==> config.mk <==
export PLATFORM = sky130hd
export DESIGN_NAME = speec_ctrl
export DESIGN_NICKNAME = d
export VERILOG_FILES = /design/src/speec_sync.v /design/src/speec_ctrl.v
export VERILOG_INCLUDE_DIRS = /design/src
export SDC_FILE = /design/constraint.sdc
export NUM_CORES = 1
export LEC_CHECK = 0
export BUFFER_PORTS_ARGS = -buffer_cell sky130_fd_sc_hd__buf_2
export CORE_ASPECT_RATIO = 2
export CORE_MARGIN = 2
export CORE_UTILIZATION = 40
export DETAILED_ROUTE_END_ITERATION = 12
export PLACE_DENSITY_LB_ADDON = 0.05
export SLEW_MARGIN = 20
export SYNTH_ARGS = -nofsm -noshare
export SYNTH_HDL_FRONTEND = slang
export SYNTH_HIERARCHICAL = 1
export SYNTH_SLANG_ARGS = --single-unit
==> constraint.sdc <==
create_clock -name MCLK -period 3 [get_ports MCLK]
set_clock_uncertainty 0.05 [all_clocks]
set_input_delay 0.15 -clock MCLK [delete_from_list [all_inputs] [get_ports MCLK]]
set_output_delay 0.15 -clock MCLK [all_outputs]
set_load 0.02 [all_outputs]
==> src/speec_defs.vh <==
`ifndef SPEEC_DEFS_VH
`define SPEEC_DEFS_VH
// ==========================================
// opcodes
`define SPEEC_OP_STATUS_READ  8'h05
`define SPEEC_OP_STATUS_WRITE 8'h01
`define SPEEC_OP_LATCH_SET    8'h06
`define SPEEC_OP_LATCH_CLEAR  8'h04
`define SPEEC_OP_PAGE_CLEAR   8'h42
`define SPEEC_OP_SECTOR_CLEAR 8'hd8
`define SPEEC_OP_CHIP_CLEAR   8'hc7
`define SPEEC_OP_SLEEP        8'hb9
`define SPEEC_OP_WAKE         8'hab
// ==========================================
// status fields
`define SPEEC_BIT_LOCK   7
`define SPEEC_BIT_BPH    3
`define SPEEC_BIT_BPL    2
`define SPEEC_BIT_LATCH  1
`define SPEEC_BIT_BUSY   0
`define SPEEC_NV_RESET   3'h0
// ==========================================
// timing, in ns, converted to clock cycles at 10 MHz
`define SPEEC_CLK_NS        100
`define SPEEC_WRITE_NS      2000
`define SPEEC_SETTLE_NS     3000
`define SPEEC_RELEASE_NS    3000
`define SPEEC_WRITE_CYC     ((`SPEEC_WRITE_NS + `SPEEC_CLK_NS - 1) / `SPEEC_CLK_NS)
`define SPEEC_SETTLE_CYC    ((`SPEEC_SETTLE_NS + `SPEEC_CLK_NS - 1) / `SPEEC_CLK_NS)
`define SPEEC_RELEASE_CYC   ((`SPEEC_RELEASE_NS + `SPEEC_CLK_NS - 1) / `SPEEC_CLK_NS)
// signature value is arbitrary, names no part
`define SPEEC_SIGNATURE     8'h5a
`endif

==> src/speec_sync.v <==
`timescale 1ns/100ps
module speec_sync #(
    parameter W = 4
) (
    input  wire         clk,
    input  wire         rst,
    input  wire [W-1:0] d,
    output reg  [W-1:0] q
);
    reg [W-1:0] meta_reg;
    // ==========================================
    // two-stage synchroniser, first stage feeds only the second
    always @(posedge clk or posedge rst) begin
        if (rst) begin
            meta_reg <= {W{1'b0}};
            q        <= {W{1'b0}};
        end else begin
            meta_reg <= d;
            q        <= meta_reg;
        end
    end
endmodule

==> src/speec_ctrl.v <==
`timescale 1ns/100ps
`include "speec_defs.vh"
module speec_ctrl #(
    parameter WRITE_CYC   = `SPEEC_WRITE_CYC,
    parameter SETTLE_CYC  = `SPEEC_SETTLE_CYC,
    parameter RELEASE_CYC = `SPEEC_RELEASE_CYC
) (
    input  wire        MCLK,
    input  wire        RST,
    input  wire        CS_N,
    input  wire        SCK,
    input  wire        SI,
    input  wire        WP_N,
    output reg         SO,
    output reg         SO_OE,
    output wire [7:0]  STATUS_OUT,
    output reg         ERASE_PULSE,
    output reg  [1:0]  ERASE_KIND,
    output reg  [16:0] ERASE_ADDR,
    output reg         SLEEPING,
    output reg         LOW_POWER
);
    localparam ST_IDLE  = 2'd0;
    localparam ST_BUSY  = 2'd1;
    localparam ST_SLEEP = 2'd2;
    localparam ST_WAKE  = 2'd3;
    localparam K_PAGE   = 2'd0;
    localparam K_SECTOR = 2'd1;
    localparam K_CHIP   = 2'd2;
    localparam K_STATUS = 2'd3;
    localparam [7:0] SIG_BYTE = `SPEEC_SIGNATURE;

    wire [3:0] pins_s;
    // select travels inverted so the synchroniser reset reads as deselected
    wire       cs_s  = ~pins_s[3];
    wire       sck_s = pins_s[2];
    wire       si_s  = pins_s[1];
    wire       wp_s  = pins_s[0];

    reg        cs_d_reg;
    reg        sck_d_reg;
    reg  [1:0] state_reg;
    reg  [1:0] state_next;
    reg  [2:0] nv_reg;
    reg  [2:0] nv_pend_reg;
    reg        latch_reg;
    reg  [5:0] bitcnt_reg;
    reg  [7:0] op_reg;
    reg  [23:0] addr_reg;
    reg  [7:0] data_reg;
    reg  [7:0] shout_reg;
    reg  [15:0] timer_reg;
    reg  [15:0] timer_next;
    reg  [1:0] kind_reg;
    reg        active_reg;

    // ==========================================
    // pin synchronisation
    speec_sync #(.W(4)) u_sync (
        .clk (MCLK),
        .rst (RST),
        .d   ({~CS_N, SCK, SI, WP_N}),
        .q   (pins_s)
    );

    wire sck_rise = sck_s & ~sck_d_reg;
    wire sck_fall = ~sck_s & sck_d_reg;
    wire cs_fall  = ~cs_s & cs_d_reg;
    wire cs_rise  = cs_s & ~cs_d_reg;
    wire busy     = (state_reg == ST_BUSY);
    wire [7:0] status_w = {nv_reg[2], 3'h0, nv_reg[1:0], latch_reg, busy};

    assign STATUS_OUT = status_w;

    // ==========================================
    // protection decode
    function prot_hit;
        input [1:0]  bp;
        input [16:0] a;
        begin
            case (bp)
                2'b00:   prot_hit = 1'b0;
                2'b01:   prot_hit = (a[16:15] == 2'b11);
                2'b10:   prot_hit = a[16];
                default: prot_hit = 1'b1;
            endcase
        end
    endfunction

    wire op_done  = (bitcnt_reg == 6'd8);
    wire adr_done = (bitcnt_reg == 6'd32);
    wire bp_hit   = prot_hit(nv_reg[1:0], addr_reg[16:0]);
    // pin lock refuses status writes
    wire nv_lock  = nv_reg[2] & ~wp_s;

    // ==========================================
    // serial shift; ignored while deselected
    always @(posedge MCLK or posedge RST) begin
        if (RST) begin
            cs_d_reg   <= 1'b1;
            sck_d_reg  <= 1'b0;
            bitcnt_reg <= 6'h00;
            op_reg     <= 8'h00;
            addr_reg   <= 24'h000000;
            data_reg   <= 8'h00;
            active_reg <= 1'b0;
        end else begin
            cs_d_reg  <= cs_s;
            sck_d_reg <= sck_s;
            if (cs_fall) begin
                // a falling select edge is what wakes the interface
                bitcnt_reg <= 6'h00;
                active_reg <= 1'b1;
            end else if (cs_s) begin
                active_reg <= 1'b0;
            end else if (active_reg && sck_rise) begin
                if (bitcnt_reg != 6'h3f)
                    bitcnt_reg <= bitcnt_reg + 6'd1;
                if (bitcnt_reg < 6'd8)
                    op_reg <= {op_reg[6:0], si_s};
                else if (bitcnt_reg < 6'd32)
                    addr_reg <= {addr_reg[22:0], si_s};
                if (bitcnt_reg >= 6'd8 && bitcnt_reg < 6'd16)
                    data_reg <= {data_reg[6:0], si_s};
            end
        end
    end

    // ==========================================
    // status output shifter
    always @(posedge MCLK or posedge RST) begin
        if (RST) begin
            SO        <= 1'b0;
            SO_OE     <= 1'b0;
            shout_reg <= 8'h00;
        end else begin
            SO_OE <= active_reg & ~cs_s & (bitcnt_reg >= 6'd8)
                     & ((op_reg == `SPEEC_OP_STATUS_READ && state_reg != ST_SLEEP)
                        || (op_reg == `SPEEC_OP_WAKE && bitcnt_reg >= 6'd32));
            if (active_reg && sck_fall) begin
                if (op_reg == `SPEEC_OP_STATUS_READ && state_reg != ST_SLEEP
                    && bitcnt_reg[2:0] == 3'd0 && bitcnt_reg >= 6'd8) begin
                    // reload every eight bits until the bit counter saturates at 63, works mid-cycle
                    SO        <= status_w[7];
                    shout_reg <= {status_w[6:0], 1'b0};
                end else if (op_reg == `SPEEC_OP_WAKE && bitcnt_reg >= 6'd32
                             && bitcnt_reg[2:0] == 3'd0) begin
                    SO        <= SIG_BYTE[7];
                    shout_reg <= {SIG_BYTE[6:0], 1'b0};
                end else begin
                    SO        <= shout_reg[7];
                    shout_reg <= {shout_reg[6:0], 1'b0};
                end
            end
        end
    end

    // ==========================================
    // command execution on rising select, wake on its eighth bit
    always @* begin
        state_next = state_reg;
        timer_next = (timer_reg != 16'h0000) ? timer_reg - 16'd1 : 16'h0000;
        case (state_reg)
            ST_IDLE: begin
                if (cs_rise && active_reg && op_done
                    && op_reg == `SPEEC_OP_SLEEP) begin
                    state_next = ST_SLEEP;
                    timer_next = SETTLE_CYC[15:0];
                end
            end
            ST_BUSY: begin
                if (timer_reg == 16'h0001 || timer_reg == 16'h0000)
                    state_next = ST_IDLE;
            end
            ST_SLEEP: begin
                // only the wake opcode is honoured here
                if (active_reg && op_done && op_reg == `SPEEC_OP_WAKE) begin
                    state_next = ST_WAKE;
                    timer_next = RELEASE_CYC[15:0];
                end
            end
            ST_WAKE: begin
                if (timer_reg == 16'h0000 && cs_s)
                    state_next = ST_IDLE;
            end
            default: state_next = ST_IDLE;
        endcase
    end

    always @(posedge MCLK or posedge RST) begin
        if (RST) begin
            state_reg   <= ST_IDLE;
            timer_reg   <= 16'h0000;
            nv_reg      <= `SPEEC_NV_RESET;
            nv_pend_reg <= `SPEEC_NV_RESET;
            latch_reg   <= 1'b0;
            kind_reg    <= K_PAGE;
            ERASE_PULSE <= 1'b0;
            ERASE_KIND  <= K_PAGE;
            ERASE_ADDR  <= 17'h00000;
            SLEEPING    <= 1'b0;
            LOW_POWER   <= 1'b0;
        end else begin
            state_reg   <= state_next;
            timer_reg   <= timer_next;
            ERASE_PULSE <= 1'b0;
            SLEEPING    <= (state_next == ST_SLEEP) || (state_next == ST_WAKE);
            LOW_POWER   <= (state_next == ST_SLEEP) && (timer_next == 16'h0000);
            if (state_reg == ST_IDLE && cs_rise && active_reg) begin
                // opcode only frames, deselect right after bit 8
                if (bitcnt_reg == 6'd8) begin
                    if (op_reg == `SPEEC_OP_LATCH_SET)
                        latch_reg <= 1'b1;
                    else if (op_reg == `SPEEC_OP_LATCH_CLEAR)
                        latch_reg <= 1'b0;
                    else if (op_reg == `SPEEC_OP_CHIP_CLEAR && latch_reg
                             && nv_reg[1:0] == 2'b00) begin
                        kind_reg  <= K_CHIP;
                        state_reg <= ST_BUSY;
                        timer_reg <= WRITE_CYC[15:0];
                    end
                end else if (bitcnt_reg == 6'd16 && op_reg == `SPEEC_OP_STATUS_WRITE
                             && latch_reg && !nv_lock) begin
                    nv_pend_reg <= {data_reg[7], data_reg[3:2]};
                    kind_reg    <= K_STATUS;
                    state_reg   <= ST_BUSY;
                    timer_reg   <= WRITE_CYC[15:0];
                end else if (adr_done && latch_reg && !bp_hit
                             && (op_reg == `SPEEC_OP_PAGE_CLEAR
                                 || op_reg == `SPEEC_OP_SECTOR_CLEAR)) begin
                    kind_reg  <= (op_reg == `SPEEC_OP_PAGE_CLEAR) ? K_PAGE : K_SECTOR;
                    state_reg <= ST_BUSY;
                    timer_reg <= WRITE_CYC[15:0];
                end
            end
            // other frames during busy are simply dropped
            if (state_reg == ST_BUSY && state_next == ST_IDLE) begin
                latch_reg   <= 1'b0;
                ERASE_PULSE <= (kind_reg != K_STATUS);
                ERASE_KIND  <= kind_reg;
                ERASE_ADDR  <= (kind_reg == K_SECTOR) ? {addr_reg[16:15], 15'h0000}
                             : (kind_reg == K_PAGE) ? {addr_reg[16:8], 8'h00} : 17'h00000;
                if (kind_reg == K_STATUS)
                    nv_reg <= nv_pend_reg;
            end
        end
    end
endmodule

==> impl_results.md, run 1 <==
* Max reg flops at 17
* Clk_lat worst skew at 0.34 ns
* Critical R2R Launch: state_reg[0]
* FF-to-FF path depth at 5
* Worst VDD drop at roughly 0.00035 V
* Setup bufs post-CTS at 0
* Sinks on the clock net at 100
* Critical Path Fanout Max at 18
* # rows at 57
* Post-CTS sizing at 0
* Crit start category: register
* Post-synthesis cell type count at 74
* Vias/cell at ~5.3
* Slew HR at about half
* GRT overflow at 0
* Synth top cells by count: dfrtp_1, mux2_2, nand2_1
* Final setup violation count at 0
* Outcome: finished, final reports clean
* Detailed placement HPWL at a little over 7 mm
* Largest net degree at the start of global routing at 55
* Busiest grt layer: met2
* Max Cap Viol at 0
* Hold Vio Cnt, Final at 0
* CP Data Arrival Time at 2.60 ns
* EDFF count, synth at 0
* RSZ-0062 raised after global routing: false
* Worst R2R End: kind_reg[0]
* Initial antenna violation count at 0
* Boundary pin count at 38
* Top area cells in the synthesized netlist: dfrtp_1, mux2_2, nand2_1
* Max Freq at 413 MHz
* Leak Pwr at around 2.6 nW
* Area grow syn2layout at 11.6%
* Post-CTS Hold Buffers at 5
* Initial DRT Pass Iterations at 4
* Clock Pin Slew Worst Setup and Hold Paths at 0.07 ns
* Post-synth top area share at 51.0%
* Actual slew at the worst max-slew pin at 0.722 ns
* #FFs+latches synth at 100
* Layout Utilization at between 40% and 50%
* DRC Markers at 0
* Final Critical Period at 2.42 ns
* PwrDens at 493 mW/mm^2
* Prevailing post-synth register cell: dfrtp_1
* Clock tree buffer depth at 2
* Antenna Cells at 0
* Count leader, synth: dfrtp_1
* Die height at ~160 um
* Vias at 3200
* CP Capture Type: register
* Vias in the first global route at 3271
* Wire per inst at approximately 16 um
* Post-Syn Instances at 420
* Fin. max-slew vios at 0
* DRC violation total after the first TritonRoute iteration at 244
* Initial core utilization at 40.5%
* GPL Wtd Cong at 0.887
* Ys async rst share at 100%
* Gr usage total at between 10% and 20%
* Die extent in x at roughly 80 um
* Met2 usage at approximately 27%
* Register-to-register setup slack at 0.58 ns
* Post-synthesis sequential area ratio at about half
* Final Cycle Share at between 80% and 90%
* Routed wire length at 9.72 mm
* Final nets at 465
* Clock Tree Root: clkbuf_16
* Cts bufs inserted at 9
* Syn Std Cell Area at 0.00485 mm^2
* Leading area contributor after synthesis: dfrtp_1
* Worst hold path class: in -> async
* Grt met1 use at 21.7%
* H-tree depth at 3
* Filler cells at 1145
* Synth Warn # at 6
* Clock tree from TritonCTS: built
* First-pass GRT wire length at 16.7 mm
* WP data required at 3.18 ns
* Total negative slack at 0 ns
* Port Buffers at 26
* GRT met3 Usage at 2.99%
* Fraction of layout cells with a size suffix above 1 at 27.7%
* Critical path type: reg -> reg
* Post-DRT Antenna Nets at 0
* Mean post-synth cell area at 11.6 um^2
* Die ar. at around 0.013 mm^2
* Core area at 0.0120 mm^2
stage by stage:
step | std cells | cell area (um^2) | setup WS [ns] | power [W] | hold WS, ns
detailed placement | 585 | 5060 | 0.560 | 0.00151 | 0.0874
global route | 606 | 5420 | 0.396 | 0.00279 | 0.295
finish | 606 | 5420 | 0.579 | 0.00267 | 0.263
CTS | 606 | 5420 | 0.557 | 0.00273 | 0.259
floorplan | 430 | 4890 | 0.410 | 0.00149 | -0.0843
global placement | 585 | 5060 | 0.609 | 0.00151 | 0.0816
critical path, stage by stage (launching register included):
cell and delay (ns):
dfrtp_1 0.45, or4b_4 0.58, nor4_4 0.31, o2111ai_2 0.27
nand3_4 0.32, mux2_4 0.33
logic make-up after synthesis:
| family | after synthesis | share of synthesized area (%) |
|---|---|---|
| buffers and inverters | 40 | 5.83 |
| AO/OA/AOI/OAI | 41 | 6.01 |
| AND/OR/NAND/NOR | 171 | 21.7 |
| other | 1 | 0.0773 |
| multiplexers | 45 | 10.4 |
| flip-flops | 100 | 51.6 |
| XOR/XNOR | 17 | 3.07 |
| adder cells (fa/ha/maj) | 5 | 1.29 |
where the power goes:
part | leakage [nW] | total [W] | switching [W] | internal [W]
Combinational | 1.08 | 0.0000977 | 0.0000650 | 0.0000327
Clock | 0.149 | 0.00119 | 0.000525 | 0.000660
Sequential | 1.37 | 0.00139 | 0.0000253 | 0.00136
layout make-up:
class	count	area (um^2)	area share [%]
Timing Repair Buffer	40	260	4.80
Clock inverter	7	80.1	1.48
Inverter	13	50.0	0.924
Clock buffer	9	225	4.16
Sequential cell	100	2500	46.2
Multi-Input combinational cell	290	2110	39.0
Tap cell	147	184	3.40
worst max path at each step:
| stage | start | endpoint | slack [ns] | depth (start not counted) |
|---|---|---|---|---|
| floorplan | RST | ERASE_ADDR[10] | 0.41 | 1 |
| global placement | state_reg[0] | kind_reg[0] | 0.61 | 5 |
| detailed placement | state_reg[0] | kind_reg[0] | 0.56 | 5 |
| CTS | state_reg[0] | kind_reg[0] | 0.56 | 5 |
| global route | timer_reg[0] | LOW_POWER | 0.40 | 7 |
| finish | state_reg[0] | kind_reg[0] | 0.58 | 5 |
cell usage in the layout (no fill, tap or decap), types with 5 or more instances in the layout:
cell / Yosys / routed
nand3_1: 6 / 6
clkbuf_16: 0 / 9
nor3_1: 16 / 16
xnor2_1: 8 / 8
inv_1: 13 / 12
nor3_2: 10 / 10
mux2_2: 41 / 41
xor2_1: 9 / 9
buf_4: 14 / 8
nor2_1: 27 / 27
a21oi_1: 6 / 6
dfrtp_1: 99 / 99
nand2b_1: 6 / 6
nor4b_1: 5 / 5
nor4_1: 11 / 11
o21ai_0: 13 / 13
dlygate4sd3_1: 0 / 5
buf_2: 1 / 26
ha_1: 5 / 5
conb_1: 1 / 11
nand2_1: 41 / 41
routing by layer:
layer,wire length [um],part of all wire (%),up-vias
met2,5150,53,36
met1,4170,43,1618
met3,258,2.7,9
met4,138,1.4,0
met5,0,0,-
li1,-,-,1537
Power figures use the tool's default switching activity.
==> run 2, diff against run 1 <==
Clock period 3 ns to 2.44 ns, I/O delays scaled along.
==> impl_results.md, run 2 (synthesized netlist as in run 1, its figures left out) <==
* Actual slew at the worst max-slew pin at between 0.6 and 0.7 ns
* Final Cycle Share at 94.2%
* RSZ-0062 raised after global routing: false
* Die extent in x at 81.9 um
* Largest stage delay on the critical path at 0.52 ns
* WP data required at roughly 2.6 ns
* Antenna Cells at 0
* Fin. max-slew vios at 0
* Critical R2R Launch: timer_reg[1]
* Critical path type: reg -> reg
* DP Area at between 0.005 and 0.006 mm^2
* GRT overflow at 0
* DRC Markers at 0
* Crit start category: register
* Initial core utilization at 40.5%
* Register-to-register setup slack at 0.14 ns
* Fin cells at between 600 and 700
* Final nets at approximately 480
* Gr usage total at between 10% and 20%
* Clock Tree Root: clkbuf_16
* Critical-path cell list: inv_1, ha_2, or4b_4, o21a_1, nor4_1, a41oi_1, a211oi_2
* PwrDens at 578 mW/mm^2
* Outcome: finished, final reports clean
* Post-DRT Antenna Nets at 0
* CP Data Arrival Time at 2.50 ns
* DRC violation total after the first TritonRoute iteration at between 150 and 200
* Detailed placement HPWL at 7.43 mm
* Die height at around 160 um
* # rows at 57
* Worst VDD drop at 0.000350 V
* Max reg flops at 17
* Final Critical Period at 2.30 ns
* Top Family by Delay on Critical Path: simple AND/OR/NAND/NOR gates
* First-pass GRT wire length at 17.2 mm
* Final setup violation count at 0
* Clk_lat worst skew at 0.35 ns
* Worst hold path class: in -> async
* Core area at 0.0120 mm^2
* Commonest non-fill, non-tap cell in the layout: dfrtp_1
* Initial DRT Pass Iterations at 4
* Clock Pin Slew Worst Setup and Hold Paths at 0.07 ns
* FF-to-FF path depth at 7
* H-tree depth at 3
* Layout Utilization at 46.0%
* Slew HR at approximately 53%
* Routed wire length at ~10 mm
* Vias at approximately 3200
* Leak Pwr at 2.65 nW
* Slowest CP cell: or4b_4
* Initial antenna violation count at 0
* CP Capture Type: register
* CP bufs+invs at 1
* Area grow syn2layout at 13.5%
* Power Total at 0.00318 W
* Clock tree from TritonCTS: built
* Vias in the first global route at 3405
* GPL Wtd Cong at 0.809
* Sinks on the clock net at 100
* Die ar. at approximately 0.013 mm^2
* Critical Path Fanout Max at 7
* Total negative slack at 0 ns
* Worst R2R End: LOW_POWER
* Max Cap Viol at 0
* Commonest cells after routing, fill and taps aside: dfrtp_1, nand2_1, mux2_2
* Boundary pin count at 38
* Cts bufs inserted at 9
* Fraction of layout cells with a size suffix above 1 at 29.6%
* Port Buffers at 26
* Vias/cell at 5.24
* Placed cells at between 500 and 600
* Setup bufs post-CTS at 0
* Wire per inst at 16.3 um
* Largest net degree at the start of global routing at 64
* Clock tree buffer depth at 2
* Hold Vio Cnt, Final at 0
* Max Freq at between 400 and 500 MHz
* Cell area after layout at 0.00551 mm^2
* Filler cells at 1150
==> run 2: area by class of cell <==
type	instances	area, um^2	area share [%]
repair buffers	51	368	6.68
flip-flops and latches	100	2500	45.4
clock buffers	9	225	4.09
clock inverters	6	56.3	1.02
inverters	13	52.6	0.954
well taps	147	184	3.34
multi-input cells	290	2120	38.5
==> run 2: layer usage <==
| metal | track usage, % | up-vias | share of wire, % |
|---|---|---|---|
| met2 | 28.3 | 48 | 52 |
| met3 | 2.37 | 13 | 2.5 |
| li1 | - | 1557 | - |
| met5 | 0 | - | 0 |
| met4 | 6.21 | 0 | 1.9 |
| met1 | 22.0 | 1610 | 44 |
==> run 2: stage by stage <==
stage | hold WS, ns | worst slack, ns
after floorplan | -0.112 | 0.256
after global placement | 0.0456 | 0.151
after detailed placement | 0.0575 | 0.0594
after CTS | 0.236 | 0.0283
after global routing | 0.262 | 0.0298
final | 0.224 | 0.142
==> run 2: how the worst max path moves through the flow <==
stage,startpoint,end,slack (ns),cells past startpoint
after floorplan,timer_reg[0],LOW_POWER,0.26,8
after global placement,timer_reg[1],LOW_POWER,0.15,7
after detailed placement,timer_reg[1],LOW_POWER,0.06,7
after CTS,timer_reg[1],LOW_POWER,0.03,7
after global routing,timer_reg[1],LOW_POWER,0.03,7
final,timer_reg[1],LOW_POWER,0.14,7
==> run 2: power breakdown <==
group | switching (W) | internal, W | leakage, nW | total [W]
logic | 0.0000799 | 0.0000415 | 1.14 | 0.000121
clock network | 0.000648 | 0.000707 | 0.136 | 0.00136
registers | 0.0000306 | 0.00168 | 1.37 | 0.00171
total | 0.000758 | 0.00243 | 2.65 | 0.00318
==> run 2: worst register-to-register path: stages, from the launching register on <==
cell	delay (ns)
dfrtp_1	0.42
inv_1	0.12
ha_2	0.23
or4b_4	0.52
o21a_1	0.21
nor4_1	0.28
a41oi_1	0.19
a211oi_2	0.18
==> run 2: timing repair <==
action                                 CTS  global route
endpoints found under the hold margin   40             0
hold buffers                             5             0
gates resized for setup                  0             2
setup endpoints to repair                0             1
